### config.mk
export PLATFORM = sky130hd
export DESIGN_NAME = ssq_startup_seq
export DESIGN_NICKNAME = d
export VERILOG_FILES = /design/src/ssq_pkg.sv /design/src/ssq_startup_seq.sv /design/src/ssq_rst_sync.sv /design/src/ssq_slow_det.sv
export SDC_FILE = /design/constraint.sdc
export NUM_CORES = 1
export LEC_CHECK = 0
export ABC_AREA = 1
export BUFFER_PORTS_ARGS = -buffer_cell sky130_fd_sc_hd__buf_2
export CORE_MARGIN = 4
export CORE_UTILIZATION = 65
export CTS_BUF_LIST = sky130_fd_sc_hd__clkbuf_2 sky130_fd_sc_hd__clkbuf_4 sky130_fd_sc_hd__clkbuf_8
export DETAILED_ROUTE_END_ITERATION = 8
export HOLD_SLACK_MARGIN = 0.08
export PLACE_DENSITY = 0.88
export SKIP_LAST_GASP = 1
export SLEW_MARGIN = 20
export SYNTH_ARGS = -nofsm -noshare
export SYNTH_HDL_FRONTEND = slang
export SYNTH_HIERARCHICAL = 1
export SYNTH_SLANG_ARGS = --single-unit
export TNS_END_PERCENT = 50
### constraint.sdc
create_clock -name ref_clk_i -period 5.8 [get_ports ref_clk_i]
set_clock_uncertainty 0.2 [all_clocks]
set_input_delay 1.16 -clock ref_clk_i [delete_from_list [all_inputs] [get_ports ref_clk_i]]
set_output_delay 1.16 -clock ref_clk_i [all_outputs]
set_load 0.02 [all_outputs]
### src/ssq_pkg.sv
/*
  Constants, timing counts and state type of the startup reset sequencer.
  Assumes a single 40 MHz reference clock; all counts are derived from it.
*/
package ssq_pkg;

  // Clock rate in MHz, so that times in us convert exactly
  localparam int unsigned CLK_MHZ        = 40;

  // Documented times in their own units
  localparam int unsigned POR_TYP_MS     = 3;
  localparam int unsigned POR_MIN_US     = 1500;
  localparam int unsigned CLKREQ_DLY_US  = 120;
  localparam int unsigned SLEEP_MIN_US   = 4200;

  // Derived cycle counts (exact multiples, no rounding needed)
  localparam int unsigned POR_TYP_CYC    = POR_TYP_MS * 1000 * CLK_MHZ;
  localparam int unsigned POR_MIN_CYC    = POR_MIN_US * CLK_MHZ;
  localparam int unsigned CLKREQ_CYC     = CLKREQ_DLY_US * CLK_MHZ;
  localparam int unsigned SLEEP_MIN_CYC  = SLEEP_MIN_US * CLK_MHZ;

  // Counter widths
  localparam int unsigned CNT_W          = 18;
  localparam int unsigned WIN_W          = 12;

  // Slow clock activity detector: one window spans 2**WIN_W cycles
  localparam logic [WIN_W-1:0] WIN_LAST  = 12'hFFF;
  localparam logic [1:0]       MIN_EDGES = 2'h2;

  // Values after reset
  localparam logic CLK_REQ_RST           = 1'b0;
  localparam logic DONE_RST              = 1'b0;
  localparam logic REF_MOD_SEL_RST       = 1'b0;
  localparam logic SLOW_EXT_SEL_RST      = 1'b0;
  localparam logic [CNT_W-1:0] CNT_RST   = 18'h00000;

  typedef enum logic [0:0] {
    SEQ_SLEEP,
    SEQ_RUN
  } ssq_state_e;

endpackage

### src/ssq_startup_seq.sv
/*
  Startup reset sequencer top: power-on reset timer, global reset combine,
  synchronous release, clock request, minimum sleep and clock source choice.
  Assumes nrst_i is the core supply good level and all pins are synchronous.
*/
// Operation
// - Held external reset blocks startup and boot
// - Without external reset, start after power-on reset
// - Global reset active while either source active
// - Latest released source sets the release moment
// - Power-on reset lasts typically 3 ms
// - One common sequence after any reset
// - Raise clock request 120 us after release
// - Stay asleep at least 4.2 ms
// - No fitted reference module means crystal used
// - No slow clock seen selects internal one
`timescale 1ns/1ps
module ssq_startup_seq
#(
  parameter int unsigned POR_CYCLES    = ssq_pkg::POR_TYP_CYC,
  parameter int unsigned CLKREQ_CYCLES = ssq_pkg::CLKREQ_CYC,
  parameter int unsigned SLEEP_CYCLES  = ssq_pkg::SLEEP_MIN_CYC
)
(
  // Clock and core supply reset
  input  wire logic ref_clk_i,
  input  wire logic nrst_i,
  // External reset pin
  input  wire logic ext_rst_n_i,
  // Board straps and slow clock
  input  wire logic temp_comp_ref_oscillator_i,
  input  wire logic slow_clock_input_i,
  // Reset status
  output logic      por_active_o,
  output logic      chip_rst_n_o,
  // Sequence outputs
  output logic      clk_req_o,
  output logic      sleep_o,
  output logic      boot_go_o,
  // Clock source selection
  output logic      crystal_osc_en_o,
  output logic      ref_from_module_o,
  output logic      low_power_oscillator_ext_o
);
  import ssq_pkg::*;

  localparam logic [CNT_W-1:0] POR_LAST    = CNT_W'(POR_CYCLES - 1);
  localparam logic [CNT_W-1:0] CLKREQ_LAST = CNT_W'(CLKREQ_CYCLES - 1);
  localparam logic [CNT_W-1:0] SLEEP_LAST  = CNT_W'(SLEEP_CYCLES - 1);

  // Power-on reset timer, runs from core supply good
  logic [CNT_W-1:0] por_cnt_q;
  logic [CNT_W-1:0] por_cnt_d;
  logic             por_done_q;
  logic             por_done_d;

  // Combined reset and its synchronised release
  logic             comb_rst_n;
  logic             seq_rst_n;

  // Post-release sequence
  ssq_state_e       state_q;
  ssq_state_e       state_d;
  logic [CNT_W-1:0] seq_cnt_q;
  logic [CNT_W-1:0] seq_cnt_d;
  logic             clk_req_q;
  logic             clk_req_d;
  logic             done_q;
  logic             done_d;
  logic             strap_taken_q;
  logic             strap_taken_d;
  logic             ref_mod_q;
  logic             ref_mod_d;
  logic             slow_ext_q;
  logic             slow_ext_d;
  logic             slow_present;

  // hold power-on reset for the configured time
  always_comb
  begin
    por_cnt_d  = por_cnt_q;
    por_done_d = por_done_q;
    if (!por_done_q)
    begin
      if (por_cnt_q == POR_LAST)
      begin
        por_done_d = 1'b1;
      end
      else
      begin
        por_cnt_d = por_cnt_q + 18'h00001;
      end
    end
  end

  // internal timer alone can release the chip
  always_ff @(posedge ref_clk_i or negedge nrst_i)
  begin
    if (!nrst_i)
    begin
      por_cnt_q  <= CNT_RST;
      por_done_q <= 1'b0;
    end
    else
    begin
      por_cnt_q  <= por_cnt_d;
      por_done_q <= por_done_d;
    end
  end

  // wired-AND of both active-low reset sources
  // last source freed ends the reset
  assign comb_rst_n = nrst_i & ext_rst_n_i & por_done_q;

  // release of the combined reset waits for two clock edges
  ssq_rst_sync u_rst_sync
  (
    .ref_clk_i (ref_clk_i),
    .arst_n_i  (comb_rst_n),
    .rst_n_o   (seq_rst_n)
  );

  ssq_slow_det u_slow_det
  (
    .ref_clk_i          (ref_clk_i),
    .rst_n_i            (seq_rst_n),
    .slow_clock_input_i (slow_clock_input_i),
    .present_o          (slow_present)
  );

  // same sequence whichever source released last
  always_comb
  begin
    state_d       = state_q;
    seq_cnt_d     = seq_cnt_q;
    clk_req_d     = clk_req_q;
    done_d        = done_q;
    strap_taken_d = 1'b1;
    ref_mod_d     = ref_mod_q;
    slow_ext_d    = slow_ext_q;
    if (!strap_taken_q)
    begin
      ref_mod_d = temp_comp_ref_oscillator_i;
    end
    case (state_q)
      SEQ_SLEEP:
      begin
        seq_cnt_d = seq_cnt_q + 18'h00001;
        if (seq_cnt_q == CLKREQ_LAST)
        begin
          clk_req_d = 1'b1;
        end
        // leave sleep only after the minimum time
        if (seq_cnt_q == SLEEP_LAST)
        begin
          state_d = SEQ_RUN;
          done_d  = 1'b1;
          // host clocks are expected running by now
          // choose external slow clock only if seen
          slow_ext_d = slow_present;
        end
      end
      SEQ_RUN:
      begin
        seq_cnt_d = seq_cnt_q;
      end
      default:
      begin
        state_d = SEQ_SLEEP;
      end
    endcase
  end

  // sequence state held in reset while pin asserted
  always_ff @(posedge ref_clk_i or negedge seq_rst_n)
  begin
    if (!seq_rst_n)
    begin
      state_q       <= SEQ_SLEEP;
      seq_cnt_q     <= CNT_RST;
      clk_req_q     <= CLK_REQ_RST;
      done_q        <= DONE_RST;
      strap_taken_q <= 1'b0;
      ref_mod_q     <= REF_MOD_SEL_RST;
      slow_ext_q    <= SLOW_EXT_SEL_RST;
    end
    else
    begin
      state_q       <= state_d;
      seq_cnt_q     <= seq_cnt_d;
      clk_req_q     <= clk_req_d;
      done_q        <= done_d;
      strap_taken_q <= strap_taken_d;
      ref_mod_q     <= ref_mod_d;
      slow_ext_q    <= slow_ext_d;
    end
  end

  // Outputs; crystal oscillator is on by default since no strap is known yet
  assign por_active_o               = !por_done_q;
  assign chip_rst_n_o               = seq_rst_n;
  assign clk_req_o                  = clk_req_q;
  assign sleep_o                    = seq_rst_n && state_q == SEQ_SLEEP;
  assign boot_go_o                  = done_q;
  assign ref_from_module_o          = ref_mod_q;
  // crystal drives the reference unless module fitted
  assign crystal_osc_en_o           = !ref_mod_q;
  assign low_power_oscillator_ext_o = slow_ext_q;

  // Pin held low keeps the boot and clock request off
  a_pin_blocks_boot: assert property (@(posedge ref_clk_i) disable iff (!nrst_i)
    !ext_rst_n_i |=> (!boot_go_o && !clk_req_o && !chip_rst_n_o))
    else $error("startup progressed while reset pin held");

  // Nothing of the sequence shows while in reset
  a_idle_in_reset: assert property (@(posedge ref_clk_i) disable iff (!nrst_i)
    !chip_rst_n_o |-> (!sleep_o && !boot_go_o && !clk_req_o))
    else $error("sequence output active during reset");

  // Power-on timer releases after exactly the configured count
  a_por_release_time: assert property (@(posedge ref_clk_i) disable iff (!nrst_i)
    $rose(por_done_q) |-> $past(por_cnt_q) == POR_LAST)
    else $error("power-on reset released at wrong count");

  // Timer steps by one per edge and never finishes early
  a_por_count_step: assert property (@(posedge ref_clk_i) disable iff (!nrst_i)
    (!por_done_q && por_cnt_q != POR_LAST) |=> (!por_done_q && por_cnt_q == $past(por_cnt_q) + 18'h00001))
    else $error("power-on timer skipped or ended early");

  // Power-on timer done with pin idle leads to release in two edges
  a_por_alone_starts: assert property (@(posedge ref_clk_i) disable iff (!nrst_i)
    (por_done_q && ext_rst_n_i) [*3] |-> chip_rst_n_o)
    else $error("chip not released after power-on reset");

  // Either source active forces global reset
  a_either_resets: assert property (@(posedge ref_clk_i) disable iff (!nrst_i)
    (!ext_rst_n_i || !por_done_q) |=> !chip_rst_n_o)
    else $error("global reset not active with a source active");

  // Release only after both sources were free for two edges
  a_release_latest: assert property (@(posedge ref_clk_i) disable iff (!nrst_i)
    $rose(chip_rst_n_o) |-> ($past(comb_rst_n, 2) && $past(comb_rst_n)))
    else $error("released before the later source cleared");

  // Sequence always starts from the same point
  a_common_start: assert property (@(posedge ref_clk_i) disable iff (!nrst_i)
    $rose(chip_rst_n_o) |-> (seq_cnt_q == CNT_RST && state_q == SEQ_SLEEP && !clk_req_o))
    else $error("sequence did not start from its common origin");

  // Clock request rises exactly at the delay
  a_clk_req_delay: assert property (@(posedge ref_clk_i) disable iff (!seq_rst_n)
    $rose(clk_req_o) |-> ($past(seq_cnt_q) == CLKREQ_LAST && sleep_o))
    else $error("clock request at wrong time");

  // Clock request stays up until a reset source acts
  a_clk_req_sticky: assert property (@(posedge ref_clk_i) disable iff (!seq_rst_n)
    clk_req_o |=> clk_req_o)
    else $error("clock request dropped without reset");

  // Boot never comes before the clock request
  a_boot_after_req: assert property (@(posedge ref_clk_i) disable iff (!seq_rst_n)
    boot_go_o |-> clk_req_o)
    else $error("boot without clock request");

  // Boot only after the full sleep time
  a_sleep_minimum: assert property (@(posedge ref_clk_i) disable iff (!seq_rst_n)
    $rose(boot_go_o) |-> ($past(seq_cnt_q) == SLEEP_LAST && $past(sleep_o) && !sleep_o))
    else $error("sleep left early or late");

  // No boot while the sleep count is short of its end
  a_sleep_no_boot: assert property (@(posedge ref_clk_i) disable iff (!seq_rst_n)
    (sleep_o && seq_cnt_q != SLEEP_LAST) |=> !boot_go_o)
    else $error("boot before sleep count ended");

  // Once booted the chip stays awake
  a_boot_sticky: assert property (@(posedge ref_clk_i) disable iff (!seq_rst_n)
    boot_go_o |=> (boot_go_o && !sleep_o))
    else $error("boot dropped or sleep resumed");

  // Reference choice matches the strap seen at capture
  a_ref_source: assert property (@(posedge ref_clk_i) disable iff (!seq_rst_n)
    $rose(strap_taken_q) |-> (ref_from_module_o == $past(temp_comp_ref_oscillator_i)
                              && crystal_osc_en_o == !ref_from_module_o))
    else $error("reference source choice wrong");

  // Reference choice frozen after capture
  a_strap_frozen: assert property (@(posedge ref_clk_i) disable iff (!seq_rst_n)
    strap_taken_q |=> $stable(ref_from_module_o))
    else $error("reference source changed after capture");

  // Crystal and internal slow clock are the reset choices
  a_crystal_in_reset: assert property (@(posedge ref_clk_i) disable iff (!nrst_i)
    !chip_rst_n_o |-> (crystal_osc_en_o && !ref_from_module_o && !low_power_oscillator_ext_o))
    else $error("clock source choice wrong in reset");

  // Slow clock choice follows detector at sleep end
  a_slow_choice: assert property (@(posedge ref_clk_i) disable iff (!seq_rst_n)
    $rose(boot_go_o) |-> low_power_oscillator_ext_o == $past(slow_present))
    else $error("slow clock source choice wrong");

  // Slow clock choice frozen once booted
  a_slow_frozen: assert property (@(posedge ref_clk_i) disable iff (!seq_rst_n)
    boot_go_o |=> $stable(low_power_oscillator_ext_o))
    else $error("slow clock source changed after boot");

endmodule

### src/ssq_rst_sync.sv
/*
  Reset synchroniser: asserts asynchronously, releases on the second clock edge.
  Assumes the async reset input is glitch free (gates of flops and a pin).
*/
`timescale 1ns/1ps
module ssq_rst_sync
(
  // Clock and async reset
  input  wire logic ref_clk_i,
  input  wire logic arst_n_i,
  // Synchronised reset
  output logic      rst_n_o
);
  import ssq_pkg::*;

  logic stage_q;
  logic stage_d;
  logic out_q;
  logic out_d;

  always_comb
  begin
    stage_d = 1'b1;
    out_d   = stage_q;
  end

  always_ff @(posedge ref_clk_i or negedge arst_n_i)
  begin
    if (!arst_n_i)
    begin
      stage_q <= 1'b0;
      out_q   <= 1'b0;
    end
    else
    begin
      stage_q <= stage_d;
      out_q   <= out_d;
    end
  end

  assign rst_n_o = out_q;

endmodule

### src/ssq_slow_det.sv
/*
  Slow clock activity detector: counts edges of the slow clock input
  within fixed windows and reports whether it is toggling.
  Assumes the slow clock input is already synchronous to ref_clk_i.
*/
`timescale 1ns/1ps
module ssq_slow_det
(
  // Clock and reset
  input  wire logic ref_clk_i,
  input  wire logic rst_n_i,
  // Slow clock input
  input  wire logic slow_clock_input_i,
  // Result of last complete window
  output logic      present_o
);
  import ssq_pkg::*;

  logic             prev_q;
  logic             prev_d;
  logic [WIN_W-1:0] win_q;
  logic [WIN_W-1:0] win_d;
  logic [1:0]       edges_q;
  logic [1:0]       edges_d;
  logic             present_q;
  logic             present_d;
  logic             edge_seen;

  // edge count per window decides presence
  always_comb
  begin
    prev_d    = slow_clock_input_i;
    edge_seen = slow_clock_input_i != prev_q;
    win_d     = win_q + 12'h001;
    edges_d   = edges_q;
    present_d = present_q;
    if (edge_seen && edges_q != 2'h3)
    begin
      edges_d = edges_q + 2'h1;
    end
    if (win_q == WIN_LAST)
    begin
      present_d = edges_d >= MIN_EDGES;
      edges_d   = 2'h0;
    end
  end

  always_ff @(posedge ref_clk_i or negedge rst_n_i)
  begin
    if (!rst_n_i)
    begin
      prev_q    <= 1'b0;
      win_q     <= 12'h000;
      edges_q   <= 2'h0;
      present_q <= 1'b0;
    end
    else
    begin
      prev_q    <= prev_d;
      win_q     <= win_d;
      edges_q   <= edges_d;
      present_q <= present_d;
    end
  end

  assign present_o = present_q;

  // A stuck input never reports a present clock
  a_stuck_absent: assert property (@(posedge ref_clk_i) disable iff (!rst_n_i)
    (win_q == WIN_LAST && edges_q == 2'h0 && !edge_seen) |=> !present_o)
    else $error("slow clock reported present without edges");

endmodule

==> reports/summary.txt <==
Max_slew headroom - 0.4332
Initial DRC count - 192
DRC - 0
Area of the die - 6143 sq um
Post-synthesis sequential area ratio - 0.4742
Leakage dissipation - 1.770 nW
First-pass GRT wire length - 10950 microns
Post-Layout Cell Count - 503
DP HPWL - 4232 microns
Area of the multi-input gates - 1461 sq um
Clock Root Buffer - clkbuf_8
FMAX - 333.4 MHz
Path length in cells of the critical path - 3
RSZ-0062 raised after global routing - no
# setup viols final - 0
Tot Pwr - 867.4 uW
Resize count post-CTS - 0
Port Buf Inserts - 12
Reg2reg path depth - 8
Slew Limit Fails - 0
Tcrit/Tclk final - 0.5171
GRT overflow - 0
Share of post-route cells with drive strength above 1 - 0.1147
Post-Place Worst Slack - 3121 ps
Vias per cell - 5.157
Pwr dens - 245.1 nW/um^2
Fin crit period - 2999 ps
Die Height - 78.38 microns
Crit end category - primary output
Final Wtd Congestion - 0.9480
Total CTS buffers - 9
Worst path max stage delay - 930 ps
Synth warn - 6
Max Cap Violations - 0
Routed length per instance - 11.95 microns
Initial Util - 0.6771
Number of global-route vias before repair - 2598
CP Cell Sequence - inv_1, nor2_1, buf_2
I/O Pins - 13
CP Data Required Time - 4440 ps
Initial antenna violation count - 0
Hold Buf Count CTS - 0
Drt pass-1 iters - 4
Synth Instances - 412
Ant diodes - 0
Setup ws final - 2801 ps
Slew @ Worst Pin - 850.1 ps
Net count after synthesis - 421
Worst path slowest cell - dfrtp_2
Row count - 25
Final Hold Fails - 0
Count of cell types in the netlist - 28
Reg power frac - 0.513
Hold WC Path Type - reg2async
Sw Share - 0.2507
Yosys reg bits - 61
WL final - 6013 microns
Most frequent cells in the layout - 137 x nand2_1, 60 x dfrtp_1, 52 x inv_1
Dpl cells - 487
Clock Tree Buf Depth - 2
Core Area - 4755 sq um
Maximum vdd drop - 291.5 uV
Post-Syn Area - 3219 sq um
Post-CTS setup buffers - 0
Status - complete, no violations
Syn Area/Cell - 7.814 sq um
Crit path max-delay family - flip-flops
Htree depth - 3
Clock Pin Slew Worst Setup and Hold Paths - 70 ps
CP bufs+invs - 2
Final ANT Viol Nets - 0
Fill cells - 347
Clock power share - 0.438
Combinational power share - 0.049
Clk_lat worst skew - 350 ps
Internal - 650.0 uW
Worst endpoint data arrival time - 1640 ps
Area Growth Syn to Fin - 9.910%
Crit start category - register
Vias - 2594
Die Wd - 78.38 microns
GR Util All Layers - 0.2276
Post-layout util - 0.7442
CTS tree - yes
Max FO, Critical Path - 42
Setup TNS - 0 ps
Commonest non-fill, non-tap cell in the layout - nand2_1
Seq. cell area - 1528 sq um
# clock sinks - 61
Nets@finish - 440
Critical path start-end classification - reg2out
Largest net degree at the start of global routing - 43
Psw - 217.5 uW
[sequential cells by signal, indices dropped and copies added, names as in the netlist, 2 cells and up]
name and flops:
por_cnt_q 18, seq_cnt_q 18, u_slow_det/win_q 12, u_slow_det/edges_q 2
[cells by family (layout without fill, tap and decap cells)]
logic type	Yosys count	count (layout)	share of synthesized area
buffers and inverters	59	83	0.07190
DFF	61	61	0.4742
xor gates and xnor gates	27	27	0.07346
other	2	2	0.002333
and+or+nand+nor	251	251	0.3494
AOI/OAI and AO/OA	8	8	0.01321
adders and majority gates	4	4	0.01555
[Yosys cell counts, drive strengths merged]
master	number	share of area
a21oi	2	0.0031
and2	1	0.0019
buf	3	0.0066
clkbuf	1	0.0012
conb	2	0.0023
dfrtp	61	0.47
ha	4	0.016
inv	55	0.064
nand2	142	0.17
nand3	32	0.057
nand3b	3	0.0070
nand4	14	0.027
nor2	49	0.070
nor3	9	0.016
o21ai	5	0.0078
o21bai	1	0.0023
or2	1	0.0019
xnor2	12	0.033
xor2	15	0.041
[per-stage QoR]
stage / hold WS (ps) / instance area, sq um
6_report: 163.6 / 3538
5_1_grt: 176.1 / 3538
4_1_cts: 171.5 / 3538
3_5_place_dp: 137.2 / 3339
3_3_place_gp: 140.8 / 3339
2_1_floorplan: 131.2 / 3219
[final timing paths]
path | startpoint | endpoint | slack (ps)
setup / recovery | u_rst_sync/rst_n_o | sleep_o | 2800
hold / removal | por_done_q | u_rst_sync/rst_n_o | 160
setup reg to reg | por_cnt_q[0] | por_cnt_q[11] | 3780
hold reg to reg | por_done_q | u_rst_sync/rst_n_o | 160
max in group asynchronous | nrst_i | u_rst_sync/rst_n_o | 4280
min in group ref_clk_i | u_rst_sync/out_d | u_rst_sync/rst_n_o | 170
[power groups by stage]
stage	Sequential, mW	Combinational, mW	Clock, mW
CTS	0.446	0.0422	0.386
finish	0.445	0.0421	0.380
detailed placement	0.454	0.0419	0
global placement	0.453	0.0383	0
floorplan	0.452	0.0282	0
global route	0.448	0.0490	0.409
[worst min-delay path, stage by stage (launching register included)]
cell	delay (ps)
dfrtp_1	420
inv_1	110
nor2_1	220
[metal layers]
layer,vias up,global-route usage,part of all wire
met5,-,0,0
li1,1316,-,-
met4,0,0.1364,0.026
met1,1209,0.2881,0.47
met2,55,0.3613,0.46
met3,14,0.04587,0.042
[area by class of cell]
type                       count  share of cell area
sequential                    61              0.4318
tap                           67             0.02369
clock buffer                   9             0.03501
inverter                      55             0.05835
clock inverter                 7             0.02122
timing repair buffer          12             0.01697
multi-input combinational    292              0.4130
Note: power is estimated with default switching activity, not from simulation.
